`src/hw/vlink_regs_pkg.sv`:
```
//////////////////////////////////////////////////////////////////////////////
// Purpose: constants and carriers for the virtual link register slice
// Assumes: 32-bit classic wishbone, word index = byte address / 4
// Notes:   printed offsets are kept as word indices, byte address is 4x
//////////////////////////////////////////////////////////////////////////////
package vlink_regs_pkg;

  // word index width decoded from the bus address
  localparam int unsigned IDX_W = 10;

  // register word indices
  localparam logic [9:0] IDX_DEV_STATUS = 10'h04A;
  localparam logic [9:0] IDX_LINK_CAP = 10'h04C;
  localparam logic [9:0] IDX_LINK_CTL = 10'h050;
  localparam logic [9:0] IDX_LINK_STS = 10'h052;
  localparam logic [9:0] IDX_IRQ_STATUS = 10'h060;
  localparam logic [9:0] IDX_IRQ_MASK = 10'h061;

  // hardwired link codes
  localparam logic [3:0] SPEED_2G5 = 4'h1;
  localparam logic [5:0] LANES_X8 = 6'h08;
  localparam logic [1:0] PM_L0S_ONLY = 2'h1;
  localparam logic [2:0] L0S_LAT_LT64NS = 3'h0;
  localparam logic [2:0] L1_LAT_LT1US = 3'h0;
  localparam logic [7:0] PORT_ZERO = 8'h00;

  // field positions in the link control word
  localparam int unsigned CTL_PM_LSB = 0;
  localparam int unsigned CTL_SHARED_CLK = 6;
  localparam int unsigned CTL_LONG_SYNC = 7;

  // reset values
  localparam logic [1:0] PM_CTL_RST = 2'h0;
  localparam logic [3:0] ERR_RST = 4'h0;
  localparam logic [3:0] MASK_RST = 4'h0;

  // error events, also the layout of device status bits 3:0 and irq bits
  typedef struct packed {
    logic ur;
    logic fatal;
    logic nonfatal;
    logic corr;
  } err_evt_t;

  typedef struct packed {
    logic [7:0] port_index;
    logic [5:0] rsvd;
    logic [2:0] l1_wake_latency;
    logic [2:0] l0s_wake_latency;
    logic [1:0] power_state_support;
    logic [5:0] top_lane_count;
    logic [3:0] top_speed_code;
  } link_cap_t;

  typedef struct packed {
    logic [2:0] rsvd;
    logic slot_clock;
    logic train_active;
    logic train_fault;
    logic [5:0] negotiated_lanes;
    logic [3:0] current_speed;
  } link_sts_t;

endpackage : vlink_regs_pkg

```
`src/hw/vlink_regs.sv`:
```
//////////////////////////////////////////////////////////////////////////////
// Purpose: config register slice of a virtual link endpoint
// Assumes: classic wishbone slave, one clock, synchronous reset
// Notes:   one wait state on every access, unmapped words read zero
//////////////////////////////////////////////////////////////////////////////
// Function
// set unsupported-request flag on receipt; writing one clears it
// log unsupported-request flag regardless of its reporting enable
// auxiliary power detected bit always reads zero
// transactions pending bit always reads zero
// maximum link speed field reads 0x1, meaning 2.5 Gbps
// maximum link width field reads 0x8
// power management support field reads 0x01, L0s entry only
// L0s exit latency field reads zero, below 64ns
// L1 exit latency field reads zero, below 1us
// port number field reads zero
// power management control field is read-write, resets to zero
// read completion boundary, disable and retrain bits read zero
// shared clock and long sync bits are plain storage, reset zero
// current link speed field reads 0x1
// negotiated link width field reads 0x8
// training error, training and slot clock bits read zero
// writes to reserved or read-only fields ignored; reserved reads zero
// correctable, non-fatal, fatal flags are W1C and always logged
//
// Implementation choice: register access over Wishbone.
`timescale 1ns/1ps

module vlink_regs #(
  parameter int unsigned ADR_W = 12,
  parameter logic [5:0] LANE_COUNT = vlink_regs_pkg::LANES_X8
) (
  input wire logic clk_i,
  input wire logic rst_i,
  input wire logic cyc_i,
  input wire logic stb_i,
  input wire logic we_i,
  input wire logic [ADR_W-1:0] adr_i,
  input wire logic [3:0] sel_i,
  input wire logic [31:0] dat_i,
  output logic [31:0] dat_o,
  output logic ack_o,
  input wire vlink_regs_pkg::err_evt_t err_evt_i,
  input wire logic ur_report_en_i,
  output logic [1:0] pm_ctl_o,
  output logic irq_o
);

  ////////////////////////////////////////////////////////////////////////////
  // bus decode

  logic [9:0] idx;
  logic req;
  logic take;
  logic wr_take;
  logic rd_take;
  logic hit_dsts;
  logic hit_lcap;
  logic hit_lctl;
  logic hit_lsts;
  logic hit_isr;
  logic hit_imr;
  logic wr_lane0;

  assign idx = adr_i[vlink_regs_pkg::IDX_W+1:2];
  assign req = cyc_i & stb_i;
  // a request is taken once; ack high blocks a second take
  assign take = req & ~ack_o;
  assign wr_take = take & we_i;
  assign rd_take = take & ~we_i;
  assign wr_lane0 = wr_take & sel_i[0];
  assign hit_dsts = idx == vlink_regs_pkg::IDX_DEV_STATUS;
  assign hit_lcap = idx == vlink_regs_pkg::IDX_LINK_CAP;
  assign hit_lctl = idx == vlink_regs_pkg::IDX_LINK_CTL;
  assign hit_lsts = idx == vlink_regs_pkg::IDX_LINK_STS;
  assign hit_isr = idx == vlink_regs_pkg::IDX_IRQ_STATUS;
  assign hit_imr = idx == vlink_regs_pkg::IDX_IRQ_MASK;

  ////////////////////////////////////////////////////////////////////////////
  // storage

  logic [3:0] err_r;
  logic [3:0] err_nxt;
  logic [3:0] err_clr;
  logic [3:0] evt_vec;
  logic [3:0] isr_r;
  logic [3:0] isr_nxt;
  logic [3:0] imr_r;
  logic [1:0] pm_ctl_r;
  logic shared_clock_cfg_r;
  logic long_sync_r;

  // the reporting enable only gates messages elsewhere, never logging
  assign evt_vec = err_evt_i;

  // hardware set wins over a same-cycle write-one clear
  assign err_clr = (wr_lane0 & hit_dsts) ? dat_i[3:0] : 4'h0;
  assign err_nxt = (err_r & ~err_clr) | evt_vec;

  // read of the irq status clears it, but a new event still lands
  assign isr_nxt = ((rd_take & hit_isr) ? 4'h0 : isr_r) | evt_vec;

  always_ff @(posedge clk_i) begin
    if (rst_i) begin
      err_r <= vlink_regs_pkg::ERR_RST;
      isr_r <= vlink_regs_pkg::ERR_RST;
    end else begin
      err_r <= err_nxt;
      isr_r <= isr_nxt;
    end
  end

  // link control: only bits 1:0, 6 and 7 hold anything
  always_ff @(posedge clk_i) begin
    if (rst_i) begin
      pm_ctl_r <= vlink_regs_pkg::PM_CTL_RST;
      shared_clock_cfg_r <= 1'b0;
      long_sync_r <= 1'b0;
    end else if (wr_lane0 & hit_lctl) begin
      pm_ctl_r <= dat_i[vlink_regs_pkg::CTL_PM_LSB +: 2];
      shared_clock_cfg_r <= dat_i[vlink_regs_pkg::CTL_SHARED_CLK];
      long_sync_r <= dat_i[vlink_regs_pkg::CTL_LONG_SYNC];
    end
  end

  always_ff @(posedge clk_i) begin
    if (rst_i) begin
      imr_r <= vlink_regs_pkg::MASK_RST;
    end else if (wr_lane0 & hit_imr) begin
      imr_r <= dat_i[3:0];
    end
  end

  ////////////////////////////////////////////////////////////////////////////
  // fixed words

  vlink_regs_pkg::link_cap_t link_cap;
  vlink_regs_pkg::link_sts_t link_sts;

  always_comb begin
    link_cap = '0;
    link_cap.top_speed_code = vlink_regs_pkg::SPEED_2G5;
    link_cap.top_lane_count = LANE_COUNT;
    // advertised only; the virtual link never changes power state
    link_cap.power_state_support = vlink_regs_pkg::PM_L0S_ONLY;
    link_cap.l0s_wake_latency = vlink_regs_pkg::L0S_LAT_LT64NS;
    link_cap.l1_wake_latency = vlink_regs_pkg::L1_LAT_LT1US;
    link_cap.port_index = vlink_regs_pkg::PORT_ZERO;
  end

  always_comb begin
    link_sts = '0;
    link_sts.current_speed = vlink_regs_pkg::SPEED_2G5;
    link_sts.negotiated_lanes = LANE_COUNT;
  end

  ////////////////////////////////////////////////////////////////////////////
  // read path

  logic [15:0] dsts_word;
  logic [15:0] lctl_word;
  logic [31:0] rd_word;

  // aux power seen and pending non-posted stay zero above the flags
  assign dsts_word = {12'h000, err_r}; // see R3
  // completion boundary, lane disable and lane retrain never stored
  assign lctl_word = {8'h00, long_sync_r, shared_clock_cfg_r,
                      3'h0, 1'b0, pm_ctl_r};

  always_comb begin
    rd_word = 32'h0000_0000;
    if (hit_dsts) begin
      rd_word = {16'h0000, dsts_word};
    end else if (hit_lcap) begin
      rd_word = link_cap;
    end else if (hit_lctl) begin
      rd_word = {16'h0000, lctl_word};
    end else if (hit_lsts) begin
      rd_word = {16'h0000, link_sts};
    end else if (hit_isr) begin
      rd_word = {28'h000_0000, isr_r};
    end else if (hit_imr) begin
      rd_word = {28'h000_0000, imr_r};
    end
  end

  always_ff @(posedge clk_i) begin
    if (rst_i) begin
      ack_o <= 1'b0;
      dat_o <= 32'h0000_0000;
    end else begin
      ack_o <= take;
      if (rd_take) begin
        dat_o <= rd_word;
      end
    end
  end

  assign pm_ctl_o = pm_ctl_r;
  assign irq_o = |(isr_r & imr_r);

  ////////////////////////////////////////////////////////////////////////////
  // checks

  logic rd_ack;
  assign rd_ack = ack_o & ~we_i;

  a_ur_flag_set: assert property (
    @(posedge clk_i) disable iff (rst_i)
    err_evt_i.ur |=> err_r[3])
    else $error("unsupported request not logged");

  a_ur_flag_clear: assert property (
    @(posedge clk_i) disable iff (rst_i)
    wr_lane0 && hit_dsts && dat_i[3] && !err_evt_i.ur |=> !err_r[3])
    else $error("write one did not clear unsupported request flag");

  a_ur_no_enable: assert property (
    @(posedge clk_i) disable iff (rst_i)
    err_evt_i.ur && !ur_report_en_i |=> dsts_word[3])
    else $error("unsupported request lost with reporting disabled");

  a_dsts_hardwired: assert property (
    @(posedge clk_i) disable iff (rst_i)
    rd_ack && hit_dsts |-> dat_o[31:4] == 28'h000_0000)
    else $error("aux power or pending bit read nonzero");

  a_pending_zero: assert property (
    @(posedge clk_i) disable iff (rst_i)
    rd_take && hit_dsts |=> !dat_o[5])
    else $error("pending non-posted bit set");

  a_cap_word: assert property (
    @(posedge clk_i) disable iff (rst_i)
    rd_take && hit_lcap |=> ack_o && dat_o == 32'h0000_0481)
    else $error("link capabilities word wrong");

  a_cap_fields: assert property (
    @(posedge clk_i) disable iff (rst_i)
    rd_ack && hit_lcap |-> dat_o[11:10] == 2'h1 && dat_o[9:4] == 6'h08
      && dat_o[3:0] == 4'h1)
    else $error("speed, width or power support field wrong");

  a_cap_latency: assert property (
    @(posedge clk_i) disable iff (rst_i)
    rd_ack && hit_lcap |-> dat_o[17:12] == 6'h00 && dat_o[31:18] == 14'h0)
    else $error("latency, reserved or port field nonzero");

  a_pm_ctl_rw: assert property (
    @(posedge clk_i) disable iff (rst_i)
    wr_lane0 && hit_lctl |=> pm_ctl_o == $past(dat_i[1:0]))
    else $error("power control field did not take write");

  a_ctl_readback: assert property (
    @(posedge clk_i) disable iff (rst_i)
    wr_lane0 && hit_lctl ##1 ack_o ##1 !ack_o ##1 rd_take && hit_lctl
    |=> dat_o[5:2] == 4'h0 && dat_o[7:6] == $past(dat_i[7:6], 4))
    else $error("link control readback wrong");

  a_ctl_store: assert property (
    @(posedge clk_i) disable iff (rst_i)
    wr_lane0 && hit_lctl |=> {long_sync_r, shared_clock_cfg_r}
      == $past(dat_i[7:6]))
    else $error("shared clock or long sync not stored");

  a_sts_word: assert property (
    @(posedge clk_i) disable iff (rst_i)
    rd_take && hit_lsts |=> dat_o == 32'h0000_0081)
    else $error("link status word wrong");

  a_unmapped_zero: assert property (
    @(posedge clk_i) disable iff (rst_i)
    rd_take && !(hit_dsts || hit_lcap || hit_lctl || hit_lsts || hit_isr
      || hit_imr) |=> dat_o == 32'h0000_0000)
    else $error("unmapped word read nonzero");

  a_err_logged: assert property (
    @(posedge clk_i) disable iff (rst_i)
    |err_evt_i[2:0] |=> (err_r[2:0] & $past(evt_vec[2:0]))
      == $past(evt_vec[2:0]))
    else $error("error event not logged");

  a_ack_single: assert property (
    @(posedge clk_i) disable iff (rst_i)
    take |=> ack_o ##1 !ack_o)
    else $error("ack not a single cycle pulse");

  // read-only fields, field by field, so a failure names the rule

  a_aux_zero: assert property (
    @(posedge clk_i) disable iff (rst_i)
    rd_take && hit_dsts |=> !dat_o[4])
    else $error("aux power seen bit set");

  a_lane_cap: assert property (
    @(posedge clk_i) disable iff (rst_i)
    rd_ack && hit_lcap |-> dat_o[9:4] == vlink_regs_pkg::LANES_X8)
    else $error("maximum lane count field wrong");

  a_l1_latency: assert property (
    @(posedge clk_i) disable iff (rst_i)
    rd_ack && hit_lcap |-> dat_o[17:15] == vlink_regs_pkg::L1_LAT_LT1US)
    else $error("l1 wake latency field wrong");

  a_port_zero: assert property (
    @(posedge clk_i) disable iff (rst_i)
    rd_ack && hit_lcap |-> dat_o[31:24] == vlink_regs_pkg::PORT_ZERO)
    else $error("port index field nonzero");

  a_ctl_ro_zero: assert property (
    @(posedge clk_i) disable iff (rst_i)
    rd_take && hit_lctl |=> dat_o[5:2] == 4'h0 && dat_o[31:8] == 24'h0)
    else $error("read-only link control bits nonzero");

  a_sts_lanes: assert property (
    @(posedge clk_i) disable iff (rst_i)
    rd_ack && hit_lsts |-> dat_o[9:4] == vlink_regs_pkg::LANES_X8)
    else $error("negotiated lane field wrong");

  a_sts_ro_bits: assert property (
    @(posedge clk_i) disable iff (rst_i)
    rd_ack && hit_lsts |-> dat_o[31:10] == 22'h0)
    else $error("training or slot clock bit set");

  ////////////////////////////////////////////////////////////////////////////
  // writable state

  // no disable here: the edge that sees reset low must find it applied
  a_reset_state: assert property (
    @(posedge clk_i)
    $fell(rst_i) |-> pm_ctl_o == vlink_regs_pkg::PM_CTL_RST
      && !shared_clock_cfg_r && !long_sync_r && err_r == 4'h0 && !ack_o)
    else $error("state not cleared by reset");

  a_mask_rw: assert property (
    @(posedge clk_i) disable iff (rst_i)
    wr_lane0 && hit_imr |=> imr_r == $past(dat_i[3:0]))
    else $error("irq mask did not take write");

  a_no_lane0_write: assert property (
    @(posedge clk_i) disable iff (rst_i)
    wr_take && !sel_i[0] |=> $stable(pm_ctl_o) && $stable(imr_r))
    else $error("write without byte enable changed state");

  a_w1c_all: assert property (
    @(posedge clk_i) disable iff (rst_i)
    wr_lane0 && hit_dsts && dat_i[2:0] == 3'h7 && evt_vec[2:0] == 3'h0
    |=> err_r[2:0] == 3'h0)
    else $error("write one left an error flag set");

  ////////////////////////////////////////////////////////////////////////////
  // interrupt and bus protocol

  a_irq_set: assert property (
    @(posedge clk_i) disable iff (rst_i)
    (evt_vec & imr_r) != 4'h0 && !(wr_lane0 && hit_imr) |=> irq_o)
    else $error("unmasked event did not raise irq");

  // the read returns the old bits; only a same-cycle event survives
  a_isr_read_clear: assert property (
    @(posedge clk_i) disable iff (rst_i)
    rd_take && hit_isr |=> isr_r == $past(evt_vec))
    else $error("irq status not cleared by read");

  a_ack_after_take: assert property (
    @(posedge clk_i) disable iff (rst_i)
    ack_o |-> $past(take))
    else $error("ack without a taken request");

  a_rd_data_hold: assert property (
    @(posedge clk_i) disable iff (rst_i)
    !rd_take |=> $stable(dat_o))
    else $error("read data changed without a read");

  a_idle_no_ack: assert property (
    @(posedge clk_i) disable iff (rst_i)
    !(cyc_i && stb_i) |=> !ack_o)
    else $error("ack raised with no request");

endmodule : vlink_regs

```
`config.mk`:
```
export PLATFORM = sky130hd
export DESIGN_NAME = vlink_regs
export DESIGN_NICKNAME = d
export VERILOG_FILES = /design/src/hw/vlink_regs_pkg.sv /design/src/hw/vlink_regs.sv
export SDC_FILE = /design/constraint.sdc
export NUM_CORES = 1
export LEC_CHECK = 0
export ABC_AREA = 1
export BUFFER_PORTS_ARGS = -buffer_cell sky130_fd_sc_hd__buf_2
export CORE_ASPECT_RATIO = 0.5
export CORE_MARGIN = 2
export CORE_UTILIZATION = 45
export DETAILED_ROUTE_END_ITERATION = 10
export PLACE_DENSITY_LB_ADDON = 0.2
export SYNTH_ARGS = -nofsm -noshare
export SYNTH_HDL_FRONTEND = slang
export SYNTH_SLANG_ARGS = --single-unit
```
`constraint.sdc`:
```
create_clock -name clk_i -period 3.45 [get_ports clk_i]
set_clock_uncertainty 0.1 [all_clocks]
set_input_delay 0.69 -clock clk_i [delete_from_list [all_inputs] [get_ports clk_i]]
set_output_delay 0.69 -clock clk_i [all_outputs]
set_load 0.01 [all_outputs]
```
### After elaboration in Yosys (flattened, before gate mapping)

Index checks and enable logic that the tools add are counted.
W data, S select, Z words.

* output and inout bits: 36
* RAM bits: 0
* bits in read-only memories: 0
* input port bits: 58
* memories: 0
* logic and storage cells: 39
* bits in latches: 0
* bits in registers: 49

* reduce and logical (&&, ||, !) cells: 1
* $lt $le $gt $ge: 0
* $add $sub $neg: 0
* equality and inequality tests: 6
* bitwise logic cells: 16
* shifts and indexed selects: 0
* mux-type cells: 8
* div/mod/pow operators: 0
* multiply operators: 0

Operators with widths (number)
* $eq A10 B7 Y1 const B: 6
* $mux W11: 2
* $mux W4: 4
* $mux W8: 2
* $and A1 B1 Y1: 9
* $and A4 B4 Y4: 2
* $or A4 B4 Y4: 2
* $not A4 Y4: 1
* $reduce_or A4 Y1: 1
* $not A1 Y1: 2

### Logic depth before layout (Yosys ltp)

* depth after elaboration: 9
* mapped depth: 10

### Worst setup path before layout

No wires, ideal clock.

* kind: input to register
* from: input adr_i[5]
* to: register dat_o[0]
* required time: 3.235 ns
* buffers on the path: 0
* stages on the path: 8
* path slack: 1.786 ns
* data arrival time: 1.449 ns
* cell sequence: inv_1 -> nand2_1 -> nor2_1 -> nand2_1 -> nor2_1 -> nand2_1 -> a21oi_1 -> nor2_1

* cells in the longest elaborated chain, start to end: 7
* elaborated cells between the ends (all ways): 12

RTL lines
* from (decl): RTL line vlink_regs.sv:38 `input wire logic [ADR_W-1:0] adr_i,`
* $eq A10 B7 Y1: RTL line vlink_regs.sv:77 `assign hit_imr = idx == vlink_regs_pkg::IDX_IRQ_MASK;`
* $mux W4: RTL line vlink_regs.sv:182 `end else if (hit_imr) begin`
* $mux W4: RTL line vlink_regs.sv:180 `end else if (hit_isr) begin`
* $mux W8: RTL line vlink_regs.sv:178 `end else if (hit_lsts) begin`
* $mux W8: RTL line vlink_regs.sv:176 `end else if (hit_lctl) begin`
* $mux W11: RTL line vlink_regs.sv:174 `end else if (hit_lcap) begin`
* $mux W11 (*): RTL line vlink_regs.sv:172 `if (hit_dsts) begin`
* to (signal assigned): RTL line vlink_regs.sv:194 `dat_o <= rd_word;`
* to (decl): RTL line vlink_regs.sv:41 `output logic [31:0] dat_o,`

Every way passes the cells marked *; elsewhere a longest branch is shown, timed or not.
A chain may end at the register's enable or synchronous reset.

### Worst setup path after layout

* from: input adr_i[11]
* to: register isr_r[1]

* cells in the longest elaborated chain, start to end: 4

RTL lines
* $eq A10 B7 Y1: RTL line vlink_regs.sv:76 `assign hit_isr = idx == vlink_regs_pkg::IDX_IRQ_STATUS;`
* $and A1 B1 Y1: RTL line vlink_regs.sv:101 `assign isr_nxt = ((rd_take & hit_isr) ? 4'h0 : isr_r) | evt_vec;`
* $mux W4: RTL line vlink_regs.sv:101
* $or A4 B4 Y4: RTL line vlink_regs.sv:101
* to (signal assigned): RTL line vlink_regs.sv:106 `isr_r <= vlink_regs_pkg::ERR_RST;`
* to (signal assigned): RTL line vlink_regs.sv:109 `isr_r <= isr_nxt;`
* to (decl): RTL line vlink_regs.sv:86 `logic [3:0] isr_r;`

Every way passes these cells.

==> key figures <==
Worst setup path
  – Endpoint class of the critical path: flip-flop
  – Worst Path Required: 3.48 ns
  – Crit start category: input pin
  – WS Path Type: in -> reg
  – Crit path DAT: 1.76 ns
  – CP Max Fanout: 5
  – Worst reg-to-reg path cell count: 5

Clocking
  – CTS H-tree depth: 1
  – Longest Clk Path Bufs: 2
  – Num CTS Buffers: 3
  – Clock sinks: 24
  – TritonCTS clock tree: done
  – CTS root buffer: clkbuf_8
  – Hold_buf cts: 0
  – Clk pin slew, worst setup/hold paths: 0.07 ns
  – Post-CTS resize count: 0
  – Latest clock arrival within the worst-skew pair: 0.25 ns
  – Post-CTS setup buffers: 0

GRT
  – Met2 GRT Util: about 29%
  – Largest net degree at the start of global routing: 19
  – Vias in the first global route: 1,163
  – Initial antenna violation count: 0
  – Most used routing layer: met2
  – Global-route wire length before repair: roughly 5000 µm
  – GRT Total Usage: 17.1%
  – Met1 usage: 22.2%
  – Global route overflow: 0
  – GR Layer Usage met3: 4.48%

Timing
  – Minimum clock period: roughly 1.7 ns
  – Final Setup Violations: 0
  – Final period utilization: 49.9%
  – Fmax: 0.581 GHz
  – Final hold vios: 0
  – Post-route setup TNS: 0 ns
  – RSZ-0062 raised after global routing: false
  – Slew Limit Fails: 0

Floorplanning
  – Die width: 84.6 µm
  – # IOs: 94
  – Die Y: 44.3 µm
  – Initial core utilization: 47.9%
  – Core Rows: 14
  – Full die area: approximately 3700 µm²
  – Core footprint: roughly 3000 µm²

Power
  – Leak: 0.759 nW
  – Maximum vdd drop: 0.176 mV
  – Power Density: 325 nW/µm²
  – Total net switching power: between 0.0001 and 0.00015 W
  – Clk pwr share: 29.9%
  – Comb power frac: 14.9%
  – Sw Ratio: 26.2%
  – Internal: 0.000390 W
  – Seq pwr share: 55.2%

Yosys
  – Yosys top cell area share: 32.9%
  – Area leader, netlist: dfxtp_1
  – Netlist cell types: 24
  – Mean Syn Cell Area: 6.99 µm²
  – Synthesized cell area: 1460 µm²
  – Seq/Total Area, Yosys: around a third
  – EDFF count, synth: 0
  – Ys async rst share: 0%
  – Most used DFF post-synth: dfxtp_1
  – Most frequent cell after synthesis: nand2_1
  – Synth Instances: 209
  – Most frequent cells after synthesis: nand2_1 (40), buf_4 (26), dfxtp_1 (24), inv_1 (21), a21oi_1 (20)
  – Ranking of synthesized cells by area: dfxtp_1 (33%), buf_4 (13%), nand2_1 (10%)
  – #FFs+latches synth: 24
  – Yosys Warn Count: 0

Route
  – Router iterations before antenna repair: 4
  – Detailed Route WL: 2990 µm
  – DR vias: 1,361
  – ANT nets after route: 0
  – Via/cell ratio: about 4.8
  – Drt drc: 0
  – Mean routed wirelength per cell: 10.5 µm
  – Initial DRC count: between 60 and 70

Finish
  – Layout Utilization: 53.2%
  – Filler cells: 310
  – Total Nets Final: 304
  – Proportion of layout cells with a drive suffix above 1: 24.6%
  – Area added between synthesis and finish: 11.0%
  – Number of inserted diodes: 0

Min path
  – Hold Path Depth: 2
  – Worst min path class: reg -> reg

Run
  – Maxcap violations: 0

Placed design
  – Detailed Place HPWL: between 2000 and 2500 µm
  – Gpl congestion: approximately 0.86
  – I/O Buffers: 36

Outcome
  – Status: finished, final reports clean
## worst max-delay path, stage by stage
cell and delay, ns:
buf_2 0.12, nor2_4 0.17, nand2_1 0.11, nor3_2 0.32, nand2_1 0.19, nand2_1 0.10, a21oi_1 0.06
## worst paths after layout
kind              endpoint       from  slack, ns
setup / recovery  isr_r[1]  adr_i[11]       1.73
hold / removal    err_r[1]   err_r[1]       0.36
setup reg to reg  imr_r[1]      ack_o       1.90
hold reg to reg   err_r[1]   err_r[1]       0.36
## per-stage QoR
step                      area [µm²]  worst slack, ns  hold slack (ns)  instances  power (W)
final                           1620             1.73            0.365        284   0.000528
after global routing            1620             1.63            0.379        284   0.000557
after CTS                       1620             1.73            0.364        284   0.000534
after global placement          1580             1.47            0.347        281   0.000375
after detailed placement        1580             1.47            0.350        281   0.000376
after floorplan                 1550             1.79            0.335        233   0.000366
## layout make-up
class | count | area (µm²) | area share [%]
Multi-Input combinational cell | 156 | 773 | 47.6
Sequential cell | 24 | 480 | 29.6
Timing Repair Buffer | 37 | 188 | 11.6
Inverter | 24 | 90.1 | 5.55
Tap cell | 40 | 50.0 | 3.08
Clock buffer | 3 | 41.3 | 2.54
## state kept, by name, summed over array words and instances, names as in the netlist
name	flops
long_sync_r	1
ack_o	1
isr_r	4
pm_ctl_o	2
err_r	4
dat_o	7
imr_r	4
shared_clock_cfg_r	1
## cells by family (layout without fill, tap and decap cells)
kind of cell / count (synthesis) / count (layout) / share of synthesized area (%)
AND/OR/NAND/NOR: 101 / 101 / 36.2
buffers and inverters: 53 / 64 / 20.4
AO/OA/AOI/OAI: 30 / 30 / 10.3
flip-flops: 24 / 24 / 32.9
other: 1 / 25 / 0.257
## metal layers
metal	up-vias	share of wire (%)
met3	4	9.2
li1	690	-
met2	58	45
met1	609	45
met4	0	0.94
met5	-	0
## placed cells by master, fill, tap and decap left out
master,synthesis,layout
nor2_1,19,19
nand4_1,7,7
nand3b_1,2,2
nor2_4,1,1
buf_2,1,36
clkbuf_8,0,3
dfxtp_1,24,24
nor3_1,1,1
and2_1,1,1
o21ai_0,3,3
inv_1,21,21
nand3_1,14,14
conb_1,1,25
inv_2,3,3
nand2_1,40,40
nor2_2,4,4
nor3_4,2,2
a21oi_1,20,20
nand2_2,3,3
nand3_2,3,3
o21ai_1,7,7
buf_4,26,1
nand3b_4,1,1
nor3_2,3,3
## power groups by stage
stage	clock network [W]	registers (W)	logic [W]
finish	0.000158	0.000292	0.0000785
global route	0.000176	0.000293	0.0000885
CTS	0.000164	0.000292	0.0000785
detailed placement	0	0.000298	0.0000782
global placement	0	0.000298	0.0000767
floorplan	0	0.000298	0.0000681
Power figures use the tool's default switching activity.
